$ cat src/power_exception_pkg.sv
/*
 Constants shared by the power and exception control block: pin timing,
 operating mode values, error codes, baud and radio rate tables.
 Assumes a 25 MHz protocol clock; all cycle counts derive from it.
*/
package power_exception_pkg;

   localparam int CLK_PERIOD_NS = 40;

   // Wake pulse is a least time, so it rounds up.
   localparam int WAKE_PULSE_NS = 20000;
   localparam int WAKE_PULSE_CYCLES = (WAKE_PULSE_NS + CLK_PERIOD_NS - 1) / CLK_PERIOD_NS;
   // Wake-up time is a longest time, so it rounds down.
   localparam int WAKE_TIME_NS = 8000000;
   localparam int WAKE_TIME_CYCLES = WAKE_TIME_NS / CLK_PERIOD_NS;
   localparam int FACTORY_HOLD_NS = 600000000;
   localparam int FACTORY_HOLD_CYCLES = (FACTORY_HOLD_NS + CLK_PERIOD_NS - 1) / CLK_PERIOD_NS;

   localparam logic [7:0] MODE_DEEP_SLEEP = 8'h03;

   localparam logic [7:0] CODE_NONE = 8'h00;
   localparam logic [7:0] UART_OVERFLOW_CODE = 8'h08;
   localparam logic [7:0] RADIO_OVERFLOW_CODE = 8'h09;
   localparam logic [7:0] WRITE_FAIL_CODE = 8'h13;
   localparam logic [7:0] MISSING_ACK_CODE = 8'h20;
   localparam logic [7:0] PAYLOAD_CRC_CODE = 8'h40;
   localparam logic [7:0] HEADER_CRC_CODE = 8'h42;
   localparam logic [7:0] ACK_SEQUENCE_CODE = 8'h43;
   localparam logic [7:0] FRAME_KIND_CODE = 8'h44;

   localparam logic [2:0] BAUD_FACTORY = 3'h0;
   localparam logic [3:0] RETRY_FACTORY = 4'h3;

   // Radio rates in tenths of a kbps, indexed by baud setting.
   localparam logic [11:0] RF_RATE_CAP = 12'h300;
   localparam logic [11:0] RF_NATIVE_RATE [8] = '{12'h060, 12'h0c0, 12'h180, 12'h300,
                                                  12'h300, 12'h600, 12'h600, 12'h600};

   typedef enum logic [1:0] {
      UNIQUE_ID_SCHEME,
      USER_SCHEME,
      EXTENDED_USER_SCHEME
   } net_scheme_t;

   localparam net_scheme_t SCHEME_FACTORY = UNIQUE_ID_SCHEME;

endpackage

$ cat src/power_exception_control.sv
/*
 Power, factory-restore, compatibility, exception and addressing control.
 Assumes the host drives the pins reset_pin_n_i and cmd_n_i asynchronously
 and the control strobes synchronously to mclk_i.
*/
// What this block does
// - Mode 0x03 enters deep sleep, stops radio, oscillator.
// - Deep sleep drives the CTS output high.
// - Wake needs 20us low reset pin, then high.
// - Fully operational under 8 ms after wake release.
// - Check RAM on wake; failure self-resets.
// - Self-reset reloads baud from stored setting.
// - Command pin low 600ms from power-up restores factory.
// - Compatibility mode caps radio rate at 76.8kbps.
// - Errors store code; a read clears it.
// - A new error overwrites the held code.
// - Codes 0x08 UART, 0x09 radio overflow.
// - Code 0x13 on failed register write.
// - Code 0x20 when acknowledgement never arrives.
// - Codes 0x40 payload CRC, 0x42 header CRC.
// - Codes 0x43 bad sequence, 0x44 bad frame.
// - Error line high when code AND mask nonzero.
// - Error line holds until code is read.
// - Mask gates line only, never recording.
// - Net scheme volatile and stored, steers transmit.
// - Receive checks all schemes, forwards matches only.
// - Three schemes: unique id, user, extended user.
// - Reply addressing copies source into destination.
// - Retries beyond limit raise missing acknowledgement.
`timescale 1ns/1ps
`default_nettype none

module power_exception_control #(
   parameter int WAKE_CYCLES = power_exception_pkg::WAKE_TIME_CYCLES,
   parameter int FACTORY_CYCLES = power_exception_pkg::FACTORY_HOLD_CYCLES
) (
   input wire logic mclk_i,
   input wire logic reset_i,
   input wire logic reset_pin_n_i,
   input wire logic cmd_n_i,
   input wire logic mode_write_i,
   input wire logic [7:0] operating_mode_select_i,
   input wire logic ram_check_ok_i,
   input wire logic baud_write_i,
   input wire logic [2:0] baud_value_i,
   input wire logic stored_baud_write_i,
   input wire logic compat_mode_i,
   input wire logic uart_overflow_i,
   input wire logic radio_overflow_i,
   input wire logic write_fail_i,
   input wire logic payload_crc_bad_i,
   input wire logic header_crc_bad_i,
   input wire logic ack_sequence_bad_i,
   input wire logic frame_kind_bad_i,
   input wire logic ack_enable_i,
   input wire logic tx_attempt_i,
   input wire logic ack_received_i,
   input wire logic retry_limit_write_i,
   input wire logic [3:0] retry_limit_i,
   input wire logic code_read_i,
   input wire logic [7:0] exception_mask_i,
   input wire logic scheme_write_i,
   input wire logic stored_scheme_write_i,
   input wire logic [1:0] scheme_value_i,
   input wire logic live_reply_addressing_i,
   input wire logic stored_reply_addressing_i,
   input wire logic rx_valid_i,
   input wire logic rx_addr_match_i,
   input wire logic [31:0] rx_src_addr_i,
   input wire logic dest_write_i,
   input wire logic [31:0] dest_value_i,
   output logic cts_n_o,
   output logic radio_enable_o,
   output logic osc_enable_o,
   output logic ready_o,
   output logic soft_reset_o,
   output logic factory_restore_o,
   output logic [2:0] volatile_baud_setting_o,
   output logic [2:0] stored_baud_setting_o,
   output logic [11:0] rf_rate_o,
   output logic [7:0] error_code_holder_o,
   output logic error_signal_line_o,
   output logic [3:0] retry_limit_o,
   output logic [1:0] live_net_scheme_o,
   output logic [1:0] stored_net_scheme_o,
   output logic rx_forward_o,
   output logic rx_discard_o,
   output logic [31:0] dest_addr_o
);

   // Four cycles of the wake budget go to the pin synchroniser, release and check.
   if (WAKE_CYCLES < 6 || FACTORY_CYCLES < 2) begin : g_bad_counts
      $error("Wake count must be at least six, factory count at least two.");
   end

   typedef enum logic [2:0] {
      ST_RUN,
      ST_DEEP,
      ST_PIN_LOW,
      ST_WAKING,
      ST_CHECK
   } power_state_t;

   ////////////////////////////////////////////////////////////////////////////
   // Pin synchronisers.

   logic rst_pin_meta_reg;
   logic rst_pin_reg;
   logic cmd_meta_reg;
   logic cmd_reg;

   // The command pin synchroniser resets to the held state, so a pin held
   // low through power-up is seen as held from the first cycle.
   always_ff @(posedge mclk_i or posedge reset_i) begin
      if (reset_i) begin
         rst_pin_meta_reg <= 1'b1;
         rst_pin_reg <= 1'b1;
         cmd_meta_reg <= 1'b0;
         cmd_reg <= 1'b0;
      end else begin
         rst_pin_meta_reg <= reset_pin_n_i;
         rst_pin_reg <= rst_pin_meta_reg;
         cmd_meta_reg <= cmd_n_i;
         cmd_reg <= cmd_meta_reg;
      end
   end

   ////////////////////////////////////////////////////////////////////////////
   // Deep sleep and wake sequence.

   power_state_t state_reg;
   logic [31:0] count_reg;
   logic soft_reset_reg;

   always_ff @(posedge mclk_i or posedge reset_i) begin
      if (reset_i) begin
         state_reg <= ST_RUN;
         count_reg <= 32'h0000_0000;
         soft_reset_reg <= 1'b0;
      end else begin
         soft_reset_reg <= 1'b0;
         case (state_reg)
            ST_RUN: begin
               if (mode_write_i && operating_mode_select_i == power_exception_pkg::MODE_DEEP_SLEEP) begin
                  state_reg <= ST_DEEP;
               end
            end
            ST_DEEP: begin
               count_reg <= 32'h0000_0000;
               if (!rst_pin_reg) begin
                  state_reg <= ST_PIN_LOW;
               end
            end
            ST_PIN_LOW: begin
               // A short pulse is ignored; a long one waits for release.
               if (rst_pin_reg) begin
                  count_reg <= 32'h0000_0000;
                  if (count_reg >= 32'(power_exception_pkg::WAKE_PULSE_CYCLES - 1)) begin
                     state_reg <= ST_WAKING;
                  end else begin
                     state_reg <= ST_DEEP;
                  end
               end else if (count_reg < 32'(power_exception_pkg::WAKE_PULSE_CYCLES)) begin
                  count_reg <= count_reg + 32'h0000_0001;
               end
            end
            ST_WAKING: begin
               count_reg <= count_reg + 32'h0000_0001;
               if (count_reg >= 32'(WAKE_CYCLES - 5)) begin
                  state_reg <= ST_CHECK;
               end
            end
            default: begin
               // A failed check forces re-initialisation in the same cycle as the return to ST_RUN.
               soft_reset_reg <= !ram_check_ok_i;
               state_reg <= ST_RUN;
            end
         endcase
      end
   end

   logic asleep;
   assign asleep = state_reg != ST_RUN;
   assign cts_n_o = asleep;
   assign radio_enable_o = !asleep;
   assign osc_enable_o = !asleep;
   assign ready_o = !asleep;
   assign soft_reset_o = soft_reset_reg;

   ////////////////////////////////////////////////////////////////////////////
   // Factory restore on a command pin held from power-up.

   logic fac_armed_reg;
   logic [31:0] fac_count_reg;
   logic fac_pulse_reg;

   always_ff @(posedge mclk_i or posedge reset_i) begin
      if (reset_i) begin
         fac_armed_reg <= 1'b1;
         fac_count_reg <= 32'h0000_0000;
         fac_pulse_reg <= 1'b0;
      end else begin
         fac_pulse_reg <= 1'b0;
         if (fac_armed_reg) begin
            if (cmd_reg) begin
               fac_armed_reg <= 1'b0;
               fac_pulse_reg <= fac_count_reg >= 32'(FACTORY_CYCLES);
            end else if (fac_count_reg < 32'(FACTORY_CYCLES)) begin
               fac_count_reg <= fac_count_reg + 32'h0000_0001;
            end
         end
      end
   end

   assign factory_restore_o = fac_pulse_reg;

   ////////////////////////////////////////////////////////////////////////////
   // Baud settings and radio rate.

   logic [2:0] vol_baud_reg;
   logic [2:0] nv_baud_reg;
   logic [11:0] rf_rate_reg;

   always_ff @(posedge mclk_i or posedge reset_i) begin
      if (reset_i) begin
         vol_baud_reg <= power_exception_pkg::BAUD_FACTORY;
         nv_baud_reg <= power_exception_pkg::BAUD_FACTORY;
      end else begin
         if (fac_pulse_reg) begin
            nv_baud_reg <= power_exception_pkg::BAUD_FACTORY;
            vol_baud_reg <= power_exception_pkg::BAUD_FACTORY;
         end else if (soft_reset_reg) begin
            vol_baud_reg <= nv_baud_reg;
         end else begin
            if (baud_write_i) begin
               vol_baud_reg <= baud_value_i;
            end
            if (stored_baud_write_i) begin
               nv_baud_reg <= baud_value_i;
            end
         end
      end
   end

   // The baud table is untouched; only the radio side is clamped.
   always_ff @(posedge mclk_i or posedge reset_i) begin
      if (reset_i) begin
         rf_rate_reg <= power_exception_pkg::RF_NATIVE_RATE[0];
      end else if (compat_mode_i && power_exception_pkg::RF_NATIVE_RATE[vol_baud_reg] >
                   power_exception_pkg::RF_RATE_CAP) begin
         rf_rate_reg <= power_exception_pkg::RF_RATE_CAP;
      end else begin
         rf_rate_reg <= power_exception_pkg::RF_NATIVE_RATE[vol_baud_reg];
      end
   end

   assign volatile_baud_setting_o = vol_baud_reg;
   assign stored_baud_setting_o = nv_baud_reg;
   assign rf_rate_o = rf_rate_reg;

   ////////////////////////////////////////////////////////////////////////////
   // Retry tracking for acknowledged delivery.

   logic [3:0] retry_limit_reg;
   logic [4:0] retry_count_reg;
   logic missing_ack;

   assign missing_ack = ack_enable_i && tx_attempt_i && !ack_received_i &&
                        retry_count_reg >= {1'b0, retry_limit_reg};

   always_ff @(posedge mclk_i or posedge reset_i) begin
      if (reset_i) begin
         retry_limit_reg <= power_exception_pkg::RETRY_FACTORY;
         retry_count_reg <= 5'h00;
      end else begin
         if (fac_pulse_reg) begin
            retry_limit_reg <= power_exception_pkg::RETRY_FACTORY;
         end else if (retry_limit_write_i) begin
            retry_limit_reg <= retry_limit_i;
         end
         if (ack_received_i || missing_ack || !ack_enable_i) begin
            retry_count_reg <= 5'h00;
         end else if (tx_attempt_i) begin
            retry_count_reg <= retry_count_reg + 5'h01;
         end
      end
   end

   assign retry_limit_o = retry_limit_reg;

   ////////////////////////////////////////////////////////////////////////////
   // Exception engine.

   logic [7:0] code_reg;
   logic [7:0] code_event;
   logic line_reg;

   // One code per cycle; when several errors coincide the later-listed
   // error wins, as a newer code would overwrite an older one anyway.
   always_comb begin
      code_event = power_exception_pkg::CODE_NONE;
      if (uart_overflow_i) code_event = power_exception_pkg::UART_OVERFLOW_CODE;
      if (radio_overflow_i) code_event = power_exception_pkg::RADIO_OVERFLOW_CODE;
      if (write_fail_i) code_event = power_exception_pkg::WRITE_FAIL_CODE;
      if (missing_ack) code_event = power_exception_pkg::MISSING_ACK_CODE;
      if (payload_crc_bad_i) code_event = power_exception_pkg::PAYLOAD_CRC_CODE;
      if (header_crc_bad_i) code_event = power_exception_pkg::HEADER_CRC_CODE;
      if (ack_sequence_bad_i) code_event = power_exception_pkg::ACK_SEQUENCE_CODE;
      if (frame_kind_bad_i) code_event = power_exception_pkg::FRAME_KIND_CODE;
   end

   // A new error in the read cycle is kept, so nothing is lost.
   always_ff @(posedge mclk_i or posedge reset_i) begin
      if (reset_i) begin
         code_reg <= power_exception_pkg::CODE_NONE;
      end else if (code_event != power_exception_pkg::CODE_NONE) begin
         code_reg <= code_event;
      end else if (code_read_i) begin
         code_reg <= power_exception_pkg::CODE_NONE;
      end
   end

   always_ff @(posedge mclk_i or posedge reset_i) begin
      if (reset_i) begin
         line_reg <= 1'b0;
      end else begin
         line_reg <= |(code_reg & exception_mask_i);
      end
   end

   assign error_code_holder_o = code_reg;
   assign error_signal_line_o = line_reg;

   ////////////////////////////////////////////////////////////////////////////
   // Network scheme and addressing.

   power_exception_pkg::net_scheme_t live_scheme_reg;
   power_exception_pkg::net_scheme_t nv_scheme_reg;
   power_exception_pkg::net_scheme_t scheme_in;
   logic [31:0] dest_reg;
   logic fwd_reg;
   logic drop_reg;

   // The unused fourth encoding falls back to the unique id scheme.
   assign scheme_in = (scheme_value_i == 2'h3) ? power_exception_pkg::UNIQUE_ID_SCHEME :
                      power_exception_pkg::net_scheme_t'(scheme_value_i);

   always_ff @(posedge mclk_i or posedge reset_i) begin
      if (reset_i) begin
         live_scheme_reg <= power_exception_pkg::SCHEME_FACTORY;
         nv_scheme_reg <= power_exception_pkg::SCHEME_FACTORY;
      end else if (fac_pulse_reg) begin
         nv_scheme_reg <= power_exception_pkg::SCHEME_FACTORY;
         live_scheme_reg <= power_exception_pkg::SCHEME_FACTORY;
      end else begin
         if (scheme_write_i) begin
            live_scheme_reg <= scheme_in;
         end
         if (stored_scheme_write_i) begin
            nv_scheme_reg <= scheme_in;
         end
      end
   end

   always_ff @(posedge mclk_i or posedge reset_i) begin
      if (reset_i) begin
         dest_reg <= 32'h0000_0000;
      end else if (rx_valid_i && rx_addr_match_i &&
                   (live_reply_addressing_i || stored_reply_addressing_i)) begin
         dest_reg <= rx_src_addr_i;
      end else if (dest_write_i) begin
         dest_reg <= dest_value_i;
      end
   end

   // Matching is done for every scheme regardless of the live one.
   always_ff @(posedge mclk_i or posedge reset_i) begin
      if (reset_i) begin
         fwd_reg <= 1'b0;
         drop_reg <= 1'b0;
      end else begin
         fwd_reg <= rx_valid_i && rx_addr_match_i;
         drop_reg <= rx_valid_i && !rx_addr_match_i;
      end
   end

   assign live_net_scheme_o = live_scheme_reg;
   assign stored_net_scheme_o = nv_scheme_reg;
   assign dest_addr_o = dest_reg;
   assign rx_forward_o = fwd_reg;
   assign rx_discard_o = drop_reg;
endmodule // power_exception_control

`default_nettype wire

$ cat config.mk
export PLATFORM = sky130hd
export DESIGN_NAME = power_exception_control
export DESIGN_NICKNAME = d
export VERILOG_FILES = /design/src/power_exception_pkg.sv /design/src/power_exception_control.sv
export SDC_FILE = /design/constraint.sdc
export NUM_CORES = 1
export LEC_CHECK = 0
export BUFFER_PORTS_ARGS = -buffer_cell sky130_fd_sc_hd__buf_4
export CAP_MARGIN = 20
export CORE_UTILIZATION = 49
export CTS_BUF_LIST = sky130_fd_sc_hd__clkbuf_8
export CTS_CLUSTER_DIAMETER = 200
export CTS_CLUSTER_SIZE = 16
export DETAILED_ROUTE_END_ITERATION = 7
export PLACE_DENSITY = 0.85
export SYNTH_ARGS = -nofsm -noshare
export SYNTH_HDL_FRONTEND = slang
export SYNTH_SLANG_ARGS = --single-unit
$ cat constraint.sdc
create_clock -name mclk_i -period 4.4 [get_ports mclk_i]
set_clock_uncertainty 0.05 [all_clocks]
set_input_delay 0.44 -clock mclk_i [delete_from_list [all_inputs] [get_ports mclk_i]]
set_output_delay 0.44 -clock mclk_i [all_outputs]
set_load 0.01 [all_outputs]
==> results of run 1 <==
report_power, final:
part           internal [uW]  switching [uW]  total, uW  leakage (uW)
Combinational            249             274        524       0.00215
Clock                    574             508       1080      0.000205
Sequential              1370            50.9       1420       0.00181
repair_timing:
action	CTS	global route
hold buffers	0	1
hold endpoints to repair	0	18
endpoints found under the setup margin	0	0
cell families after synthesis:
family / share of synthesized area (%)
and+or+nand+nor: 20.8
AOI/OAI and AO/OA: 10.7
other: 0.0543
muxes: 7.41
DFF: 51.2
buffers and inverters: 4.31
xor gates and xnor gates: 3.80
adders and majority gates: 1.81
critical path: cells and delay by family (launching register included):
family,cells,cell delay [ns]
simple gates,3,1.50
compound gates,2,0.61
flops,1,0.44
layer usage:
metal	part of all wire, %	routed length, microns
met3	6.5	1070
met5	0	0
met2	51	8460
met1	40	6540
met4	2.1	353
layout by cell type, fill, tap and decap left out, types with 3 or more instances in the layout:
cell / n
a21o_1: 4
a21oi_1: 61
and2_1: 4
and3_1: 12
and4_1: 7
buf_4: 187
bufinv_16: 3
clkbuf_8: 18
clkinv_2: 4
clkinv_4: 3
clkinvlp_4: 3
conb_1: 7
dfrtp_1: 134
dfstp_2: 7
ha_1: 10
inv_1: 22
mux2i_1: 50
nand2_1: 38
nand2b_1: 10
nand3_1: 28
nand4_1: 28
nor2_1: 71
nor2b_1: 7
nor3_1: 11
nor3b_1: 5
nor4_1: 10
o211ai_1: 3
o21ai_0: 16
o31ai_1: 10
o41ai_1: 3
or3_1: 8
or4_1: 16
xnor2_1: 22
xor2_1: 8
per-stage QoR:
stage                     std cells  area, sq um  worst slack [ns]  util (%)
final                          1048         8820              1.70      63.8
after global routing           1048         8820              1.54      63.8
after CTS                      1045         8770              1.71      63.5
after detailed placement       1013         8360              1.71      60.5
after global placement         1013         8360              1.80      60.5
after floorplan                 691         6930             0.140         -
layout make-up:
class	count	share of cell area, %
multi-input cells	483	35.3
clock inverters	14	1.90
well taps	180	2.55
flip-flops and latches	141	40.1
clock buffers	18	2.81
repair buffers	189	16.3
inverters	23	1.04
worst paths after layout:
kind                                          endpoint  cells past startpoint  slack, ns
worst min register to register             rst_pin_reg                      0       0.31
min in group asynchronous       error_code_holder_o[0]                      3       0.41
max in group asynchronous             retry_limit_o[1]                      5       2.75
worst max register to register           count_reg[26]                      5       1.70
worst max-delay path                     count_reg[26]                      5       1.70
worst min-delay path                  rst_pin_meta_reg                      1       0.03
==> results.py, run 1 <==
metrics = {
    "floorplanning": {
        "die_y_microns": 121,
        "start_util_pct": 50.0,
        "die-area_sq_mm": 0.0146,
        "core_area_sq_mm": 0.0138,
        "pin_count": 192,
        "fp.dieW_microns": 121,
        "num_rows": 43,
    },
    "timing": {
        "setup_tns_ns": 0,
        "post-route-period-util_pct": 61.3,
        "hold_slack_ns": 0.0324,
        "hold_viol_final": 0,
        "min_period_ns": 2.70,
        "max_freq_ghz": 0.371,
        "maxSlewViolCount": 0,
        "max-slew-margin-rel_pct": 21.3,
        "grt_setup_unrepaired": "false",
        "finalSetupViolCount": 0,
        "tightest_slew_ns": 1.18,
    },
    "clock_tree": {
        "clock-sinks": 141,
        "cts_buffer_depth": 2,
        "post_cts_buffers": 0,
        "cts_inserted_buffers": 17,
        "clk_root_buffer_cell": "clkbuf_8",
        "cts.clk_slew.worst_paths_ns": 0.08,
        "post_cts_resize_count": 0,
        "cts_tree": "yes",
        "insertion_delay_ns": 0.46,
        "htreeDepth": 4,
    },
    "drt": {
        "first_pass_iters": 6,
        "drc": 0,
        "ant_nets": 0,
        "drt-total-wl_microns": 16400,
        "drtIter0Drc": 346,
        "wl_per_cell_microns": 15.7,
        "vias": 5832,
        "vias_per_cell": 5.56,
    },
    "worst_setup_path": {
        "arrival_ns": 3.03,
        "endpoint_kind": "register",
        "start_kind": "register",
        "slowest_stage": "or4_1",
        "cp-startpoint": "count_reg[15]",
        "crit_chain": "or4_4 > nor3_4 > a41oi_4 > or4_1 > a21oi_1",
        "critPathKind": "reg2reg",
        "crit_fanout": 33,
        "critical_path.max_stage_delay_ns": 0.63,
        "r2r-start": "count_reg[15]",
        "worst_ep_required_time_ns": 4.73,
    },
    "grt": {
        "grt_pass1_vias": 5438,
        "grt-ovfl-total": 0,
        "track_usage_pct": 23.2,
        "grt_pass1_wl_microns": 26400,
        "grt_util_met1_pct": 28.1,
        "use_met3_pct": 6.56,
        "top_usage_layer": "met2",
        "antenna_found_initial": 0,
        "grt_max_degree": 119,
        "grt_use_met2_pct": 39.5,
    },
    "final_layout": {
        "nets": 982,
        "fillCellCount": 1099,
        "diodes": 0,
        "regArea_sq_mm": 0.00354,
        "multi_input_area_sq_mm": 0.00311,
        "area_delta_synth_final_pct": 27.6,
        "drive_above_1_share_pct": 27.4,
    },
    "placement": {
        "portBuffers": 183,
        "dp_hpwl_microns": 11900,
        "place.gp.congestion": 0.822,
    },
    "synthesis": {
        "synth_top_area_share_pct": 48.5,
        "synthesis.area_sq_mm": 0.00691,
        "synth_edf_count": 0,
        "netlist_top_cells_count": "134 x dfrtp_1, 71 x nor2_1, 61 x a21oi_1, 50 x mux2i_1, 38 x nand2_1",
        "ys_async_sr_fraction_pct": 100,
        "yosys-top-cells-area": "dfrtp_1 49%, mux2i_1 7.2%, a21oi_1 4.4%",
        "synth_top_area_cell": "dfrtp_1",
        "synth_cells": 685,
        "synth_ff_type": "dfrtp_1",
        "ys_seq_area_share_pct": 51.2,
        "ys_types": 60,
        "yosysWarnings": 0,
        "synth-seq-cells": 141,
        "synth.most_common_cell": "dfrtp_1",
        "avgSynthCellArea_sq_um": 10.1,
    },
    "power_and_ir_drop": {
        "power.leakage_uw": 0.00417,
        "power.total_uw": 3030,
        "ir_drop_mv": 0.165,
        "power_per_cell_area_mw_per_mm2": 343,
    },
    "hold_path": {
        "hold_class": "in2reg",
        "hp-start": "reset_pin_n_i",
    },
    "outcome": {
        "status": "completed",
    },
    "flow_run": {
        "drv_cap": 0,
    },
}
(Power assumes the default switching activity.)
==> run 2, diff against run 1 <==
--- a/config.mk
+++ b/config.mk
@@ -7,12 +7,12 @@
 export LEC_CHECK = 0
 export BUFFER_PORTS_ARGS = -buffer_cell sky130_fd_sc_hd__buf_4
 export CAP_MARGIN = 20
-export CORE_UTILIZATION = 49
+export CORE_UTILIZATION = 54
 export CTS_BUF_LIST = sky130_fd_sc_hd__clkbuf_8
 export CTS_CLUSTER_DIAMETER = 200
 export CTS_CLUSTER_SIZE = 16
 export DETAILED_ROUTE_END_ITERATION = 7
-export PLACE_DENSITY = 0.85
+export PLACE_DENSITY = 0.88
 export SYNTH_ARGS = -nofsm -noshare
 export SYNTH_HDL_FRONTEND = slang
 export SYNTH_SLANG_ARGS = --single-unit
==> constraint.sdc (replaced) <==
create_clock -name mclk_i -period 2.55 [get_ports mclk_i]
set_clock_uncertainty 0.05 [all_clocks]
set_input_delay 0.255 -clock mclk_i [delete_from_list [all_inputs] [get_ports mclk_i]]
set_output_delay 0.255 -clock mclk_i [all_outputs]
set_load 0.01 [all_outputs]
==> run 2 against run 1 <==
- register-to-register slack worse by 1.6 ns
- first-iteration DRC count is 41% higher
- wire length is 13% higher
- design area is 4.1% higher
- sequential share of layout area is 1.6 points lower
- utilization is 11 points higher
- sequential cell count stayed put
- non-clock buffer count is 36 higher
- power is 80% higher
- global-route usage is 5.4 points higher
- critical path depth is 2 higher
- worst setup slack worse by 1.6 ns
==> results.py, run 2 (same netlist as run 1, synthesis figures left out) <==
metrics = {
    "timing": {
        "setup_tns_ns": 0,
        "min_period_ns": 2.42,
        "max_freq_ghz": 0.413,
        "maxSlewViolCount": 0,
        "tightest_slew_ns": 0.610,
        "hold_slack_ns": 0.0159,
        "max-slew-margin-rel_pct": 59.3,
        "post-route-period-util_pct": 94.9,
        "setup_slack_ns": 0.129,
        "hold_viol_final": 0,
        "grt_setup_unrepaired": "false",
        "finalSetupViolCount": 0,
    },
    "worst_setup_path": {
        "start_kind": "register",
        "crit_chain": "or4_4 > nor3_4 > buf_4 > a31oi_1 > buf_4 > or4_1 > a21oi_1",
        "endpoint_kind": "register",
        "critPathMostFrequentCell": "buf_4",
        "r2r_setup_slack_ns": 0.13,
        "crit_fanout": 8,
        "crit_buf_inv": 2,
        "slowest_stage": "or4_4",
        "crit_end": "count_reg[22]",
        "cp-startpoint": "count_reg[13]",
        "worst_ep_required_time_ns": 2.86,
        "r2r-start": "count_reg[13]",
        "ff2ff_path_depth": 7,
        "arrival_ns": 2.73,
        "critical_path.max_stage_delay_ns": 0.56,
        "reg2reg_to": "count_reg[22]",
        "cp.depth": 7,
        "cp_top_family": "simple AND/OR/NAND/NOR gates",
        "critPathKind": "reg2reg",
    },
    "final_layout": {
        "regArea_sq_mm": 0.00354,
        "final_cell_area_sq_mm": 0.00918,
        "fin_cells": 1074,
        "layout_commonest_cell": "buf_4",
        "final_cell_mix": "204 x buf_4, 134 x dfrtp_1, 71 x nor2_1",
        "fillCellCount": 779,
        "nets": 1019,
        "drive_above_1_share_pct": 28.3,
        "area_delta_synth_final_pct": 32.8,
        "multi_input_area_sq_mm": 0.00313,
    },
    "drt": {
        "first_pass_iters": 5,
        "drt-total-wl_microns": 18600,
        "ant_nets": 0,
        "wl_per_cell_microns": 17.3,
        "drtIter0Drc": 489,
        "vias": 6231,
        "drc": 0,
        "vias_per_cell": 5.80,
    },
    "placement": {
        "portBuffers": 183,
        "placed_area_sq_mm": 0.00852,
        "dp_hpwl_microns": 12800,
        "place.gp.congestion": 0.866,
        "placed_cells_incl_taps": 1021,
        "pre_cts_ws_ns": 0.153,
    },
    "clock_tree": {
        "insertion_delay_ns": 0.44,
        "post_cts_resize_count": 0,
        "htreeDepth": 4,
        "cts_buffer_depth": 2,
        "clk_root_buffer_cell": "clkbuf_8",
        "cts_tree": "yes",
        "cts.clk_slew.worst_paths_ns": 0.08,
        "cts_inserted_buffers": 17,
        "clock-sinks": 141,
        "post_cts_buffers": 0,
    },
    "floorplanning": {
        "fp.dieW_microns": 115,
        "die_y_microns": 115,
        "num_rows": 40,
        "die-area_sq_mm": 0.0133,
        "pin_count": 192,
        "start_util_pct": 56.4,
        "core_area_sq_mm": 0.0123,
    },
    "outcome": {
        "status": "completed",
    },
    "power_and_ir_drop": {
        "power_per_cell_area_mw_per_mm2": 593,
        "ir_drop_mv": 0.259,
        "power.leakage_uw": 0.00436,
    },
    "grt": {
        "grt_pass1_vias": 5982,
        "grt_max_degree": 82,
        "antenna_found_initial": 1,
        "track_usage_pct": 28.6,
        "grt-ovfl-total": 0,
        "grt_pass1_wl_microns": 29000,
    },
    "hold_path": {
        "hold_class": "in2reg",
    },
    "flow_run": {
        "drv_cap": 0,
    },
}
## run 2: routing by layer
layer | up-vias | GRT usage (%) | wire [microns]
met5 | - | 0 | 0
met3 | 61 | 5.85 | 1260
li1 | 2878 | - | -
met2 | 279 | 50.3 | 9590
met4 | 0 | 15.1 | 692
met1 | 3013 | 32.8 | 7060
## run 2: how the worst min path moves through the flow
stage / endpoint / slack, ns / depth (start not counted) / from
2_1_floorplan: rst_pin_meta_reg / 0.21 / 0 / reset_pin_n_i
3_3_place_gp: cmd_reg / 0.28 / 0 / cmd_meta_reg
3_5_place_dp: cmd_reg / 0.29 / 0 / cmd_meta_reg
4_1_cts: dest_addr_o[8] / 0.0004 / 3 / rx_src_addr_i[8]
5_1_grt: dest_addr_o[12] / 0.001 / 3 / rx_src_addr_i[12]
6_report: dest_addr_o[12] / 0.02 / 3 / rx_src_addr_i[12]
## run 2: report_power, final
part / leakage, uW / total [uW] / internal [uW] / switching, uW
combinational: 0.00232 / 1000 / 479 / 520
clock: 0.000228 / 1980 / 1140 / 847
sequential: 0.00181 / 2460 / 2370 / 93.8
total: 0.00436 / 5440 / 3980 / 1460
## run 2: through the flow
stage | total power (uW) | util, %
5_1_grt | 5650 | 74.9
4_1_cts | 5420 | 74.5
2_1_floorplan | 2980 | -
3_5_place_dp | 3440 | 69.5
6_report | 5440 | 74.9
3_3_place_gp | 3410 | 69.5
## run 2: cell type report
cell class / count / area share [%]
Sequential cell: 141 / 38.5
Multi-Input combinational cell: 484 / 34.1
Timing Repair Buffer: 225 / 19.3
Clock buffer: 20 / 3.00
Tap cell: 168 / 2.29
Clock inverter: 12 / 1.81
Inverter: 23 / 0.981
Antenna cell: 1 / 0.0273
## run 2: timing repair
item                                   in CTS  in global routing
hold buffers                               18                  0
setup endpoints to repair                   0                  1
endpoints found under the hold margin     147                  0
## run 2: worst min-delay path: cells and delay by family
kind,cells,cell delay (ns)
compound gates,1,0.10
buf+inv,1,0.08
simple gates,1,0.03
==> run 3, diff against run 2 <==
--- a/config.mk
+++ b/config.mk
@@ -5,14 +5,15 @@
 export SDC_FILE = /design/constraint.sdc
 export NUM_CORES = 1
 export LEC_CHECK = 0
+export ABC_AREA = 1
 export BUFFER_PORTS_ARGS = -buffer_cell sky130_fd_sc_hd__buf_4
 export CAP_MARGIN = 20
-export CORE_UTILIZATION = 54
+export CORE_UTILIZATION = 56
 export CTS_BUF_LIST = sky130_fd_sc_hd__clkbuf_8
 export CTS_CLUSTER_DIAMETER = 200
 export CTS_CLUSTER_SIZE = 16
 export DETAILED_ROUTE_END_ITERATION = 7
-export PLACE_DENSITY = 0.88
+export PLACE_DENSITY = 0.89
 export SYNTH_ARGS = -nofsm -noshare
 export SYNTH_HDL_FRONTEND = slang
 export SYNTH_SLANG_ARGS = --single-unit
==> run 3 against run 2 <==
- worst setup slack gained 0.36 ns
- power rose by 5.9%
- design area is 11% higher
- non-clock buffer count is 9 lower
- critical path depth rose by 2
- first-iteration DRC count increased by 4.3%
- utilization shrank 1.7 points
- clock power barely moved
- global-route usage fell by 0.18 points
- die area rose by 12%
- fmax up 17%
==> results.py, run 3 <==
metrics = {
    "worst_setup_path": {
        "reg2reg_to": "error_code_holder_o[3]",
        "arrival_ns": 2.36,
        "r2r-start": "retry_limit_o[1]",
        "critPathKind": "reg2reg",
        "r2r_setup_slack_ns": 0.49,
        "start_kind": "register",
        "endpoint_kind": "register",
        "cp-startpoint": "retry_limit_o[1]",
        "crit_end": "error_code_holder_o[3]",
        "ff2ff_path_depth": 9,
        "worst_ep_required_time_ns": 2.84,
        "crit_fanout": 9,
    },
    "timing": {
        "grt_setup_unrepaired": "false",
        "min_period_ns": 2.06,
        "setup_slack_ns": 0.489,
        "max-slew-margin-rel_pct": 34.8,
        "hold_viol_final": 0,
        "tightest_slew_ns": 0.978,
        "maxSlewViolCount": 0,
        "max_freq_ghz": 0.485,
        "finalSetupViolCount": 0,
        "setup_tns_ns": 0,
        "post-route-period-util_pct": 80.8,
    },
    "final_layout": {
        "nets": 1420,
        "fillCellCount": 1093,
        "final_cell_area_sq_mm": 0.0102,
        "drive_above_1_share_pct": 19.6,
        "area_delta_synth_final_pct": 27.1,
        "layout_commonest_cell": "nand2_1",
        "fin_cells": 1484,
        "final_cell_mix": "313 x nand2_1, 190 x buf_4, 146 x nand3_1",
        "final_util_pct": 73.1,
        "regArea_sq_mm": 0.00354,
        "diodes": 0,
        "multi_input_area_sq_mm": 0.00369,
    },
    "placement": {
        "dp_hpwl_microns": 14600,
        "place.gp.congestion": 0.951,
        "portBuffers": 183,
        "placed_cells_incl_taps": 1432,
        "pre_cts_ws_ns": 0.534,
        "placed_area_sq_mm": 0.00952,
    },
    "synthesis": {
        "ys_types": 42,
        "netlist_top_cells_count": "313 x nand2_1, 146 x nand3_1, 141 x inv_1, 134 x dfrtp_1, 115 x nor2_1",
        "avgSynthCellArea_sq_um": 7.29,
        "synth_ff_type": "dfrtp_1",
        "synth_cells": 1100,
        "synth-seq-cells": 141,
        "synth_edf_count": 0,
        "ys_seq_area_share_pct": 44.1,
        "synthesis.area_sq_mm": 0.00802,
        "yosys-top-cells-area": "dfrtp_1 42%, nand2_1 15%, nand3_1 9.1%",
        "ys_async_sr_fraction_pct": 100,
        "synth_top_area_cell": "dfrtp_1",
        "synth.most_common_cell": "nand2_1",
        "yosysWarnings": 0,
        "synth_top_area_share_pct": 41.8,
    },
    "hold_path": {
        "hold_class": "in2reg",
        "hp-start": "dest_value_i[16]",
    },
    "clock_tree": {
        "cts_inserted_buffers": 17,
        "post_cts_buffers": 0,
        "cts.clk_slew.worst_paths_ns": 0.08,
        "ctsHoldBuffers": 21,
        "cts_tree": "yes",
        "clk_root_buffer_cell": "clkbuf_8",
        "insertion_delay_ns": 0.44,
        "cts_buffer_depth": 2,
        "clock-sinks": 141,
        "post_cts_resize_count": 0,
        "htreeDepth": 4,
    },
    "grt": {
        "antenna_found_initial": 0,
        "grt_pass1_wl_microns": 33200,
        "track_usage_pct": 28.4,
        "grt-ovfl-total": 0,
        "grt_max_degree": 51,
        "grt_pass1_vias": 7355,
    },
    "drt": {
        "drc": 0,
        "drtIter0Drc": 510,
        "vias": 7751,
        "ant_nets": 0,
        "vias_per_cell": 5.22,
        "drt-total-wl_microns": 20300,
        "first_pass_iters": 7,
        "wl_per_cell_microns": 13.7,
    },
    "floorplanning": {
        "die_y_microns": 122,
        "die-area_sq_mm": 0.0148,
        "fp.dieW_microns": 122,
        "start_util_pct": 57.5,
        "pin_count": 192,
        "core_area_sq_mm": 0.0139,
        "num_rows": 43,
    },
    "power_and_ir_drop": {
        "ir_drop_mv": 0.536,
        "power.leakage_uw": 0.00519,
        "power_per_cell_area_mw_per_mm2": 565,
    },
    "outcome": {
        "status": "completed",
    },
    "flow_run": {
        "drv_cap": 0,
    },
}
[run 3: per-stage QoR]
step | hold slack (ns) | total power [uW]
6_report | 0.0225 | 5760
5_1_grt | 0.000531 | 6060
4_1_cts | 0.00138 | 5790
3_5_place_dp | 0.297 | 3800
3_3_place_gp | 0.294 | 3770
2_1_floorplan | 0.209 | 3310
[run 3: final cells by class]
type,count,area share (%)
clock buffer,20,2.70
clock inverter,10,1.60
inverter,148,5.49
multi-input combinational,769,36.3
sequential,141,34.7
tap,180,2.21
timing repair buffer,216,17.0
[run 3: worst min path at each step]
| stage | cells past startpoint | endpoint |
|---|---|---|
| 6_report | 3 | dest_addr_o[16] |
| 5_1_grt | 3 | dest_addr_o[30] |
| 4_1_cts | 3 | dest_addr_o[30] |
| 3_5_place_dp | 0 | rst_pin_reg |
| 3_3_place_gp | 0 | cmd_reg |
| 2_1_floorplan | 0 | rst_pin_meta_reg |
[run 3: report_power, final]
group / total [uW] / internal, uW / switching (uW)
registers: 2500 / 2390 / 113
clock network: 1980 / 1130 / 840
logic: 1280 / 558 / 725
total: 5760 / 4080 / 1680
[run 3: cell families after synthesis]
logic type               count (synthesis)  synth area share [%]
AO/OA/AOI/OAI                           95                  7.62
AND/OR/NAND/NOR                        635                  34.0
flip-flops                             141                  44.1
XOR/XNOR                                22                  2.40
other                                    1                0.0468
adder cells (fa/ha/maj)                 10                  1.56
buffers and inverters                  196                  10.2
[run 3: routing by layer]
metal | routed length, microns | track usage (%)
met5 | 0 | 0
met1 | 8500 | 35.4
met3 | 986 | 6.93
met2 | 10300 | 48.1
met4 | 510 | 9.49
[run 3: critical path: stages, from the launching register on]
cell     delay, ns
dfstp_2       0.53
inv_1         0.05
ha_1          0.28
nand2_1       0.06
inv_1         0.03
nand3_1       0.06
nand2_1       0.08
o21ai_2       0.34
nand3_1       0.26
o21ai_0       0.23
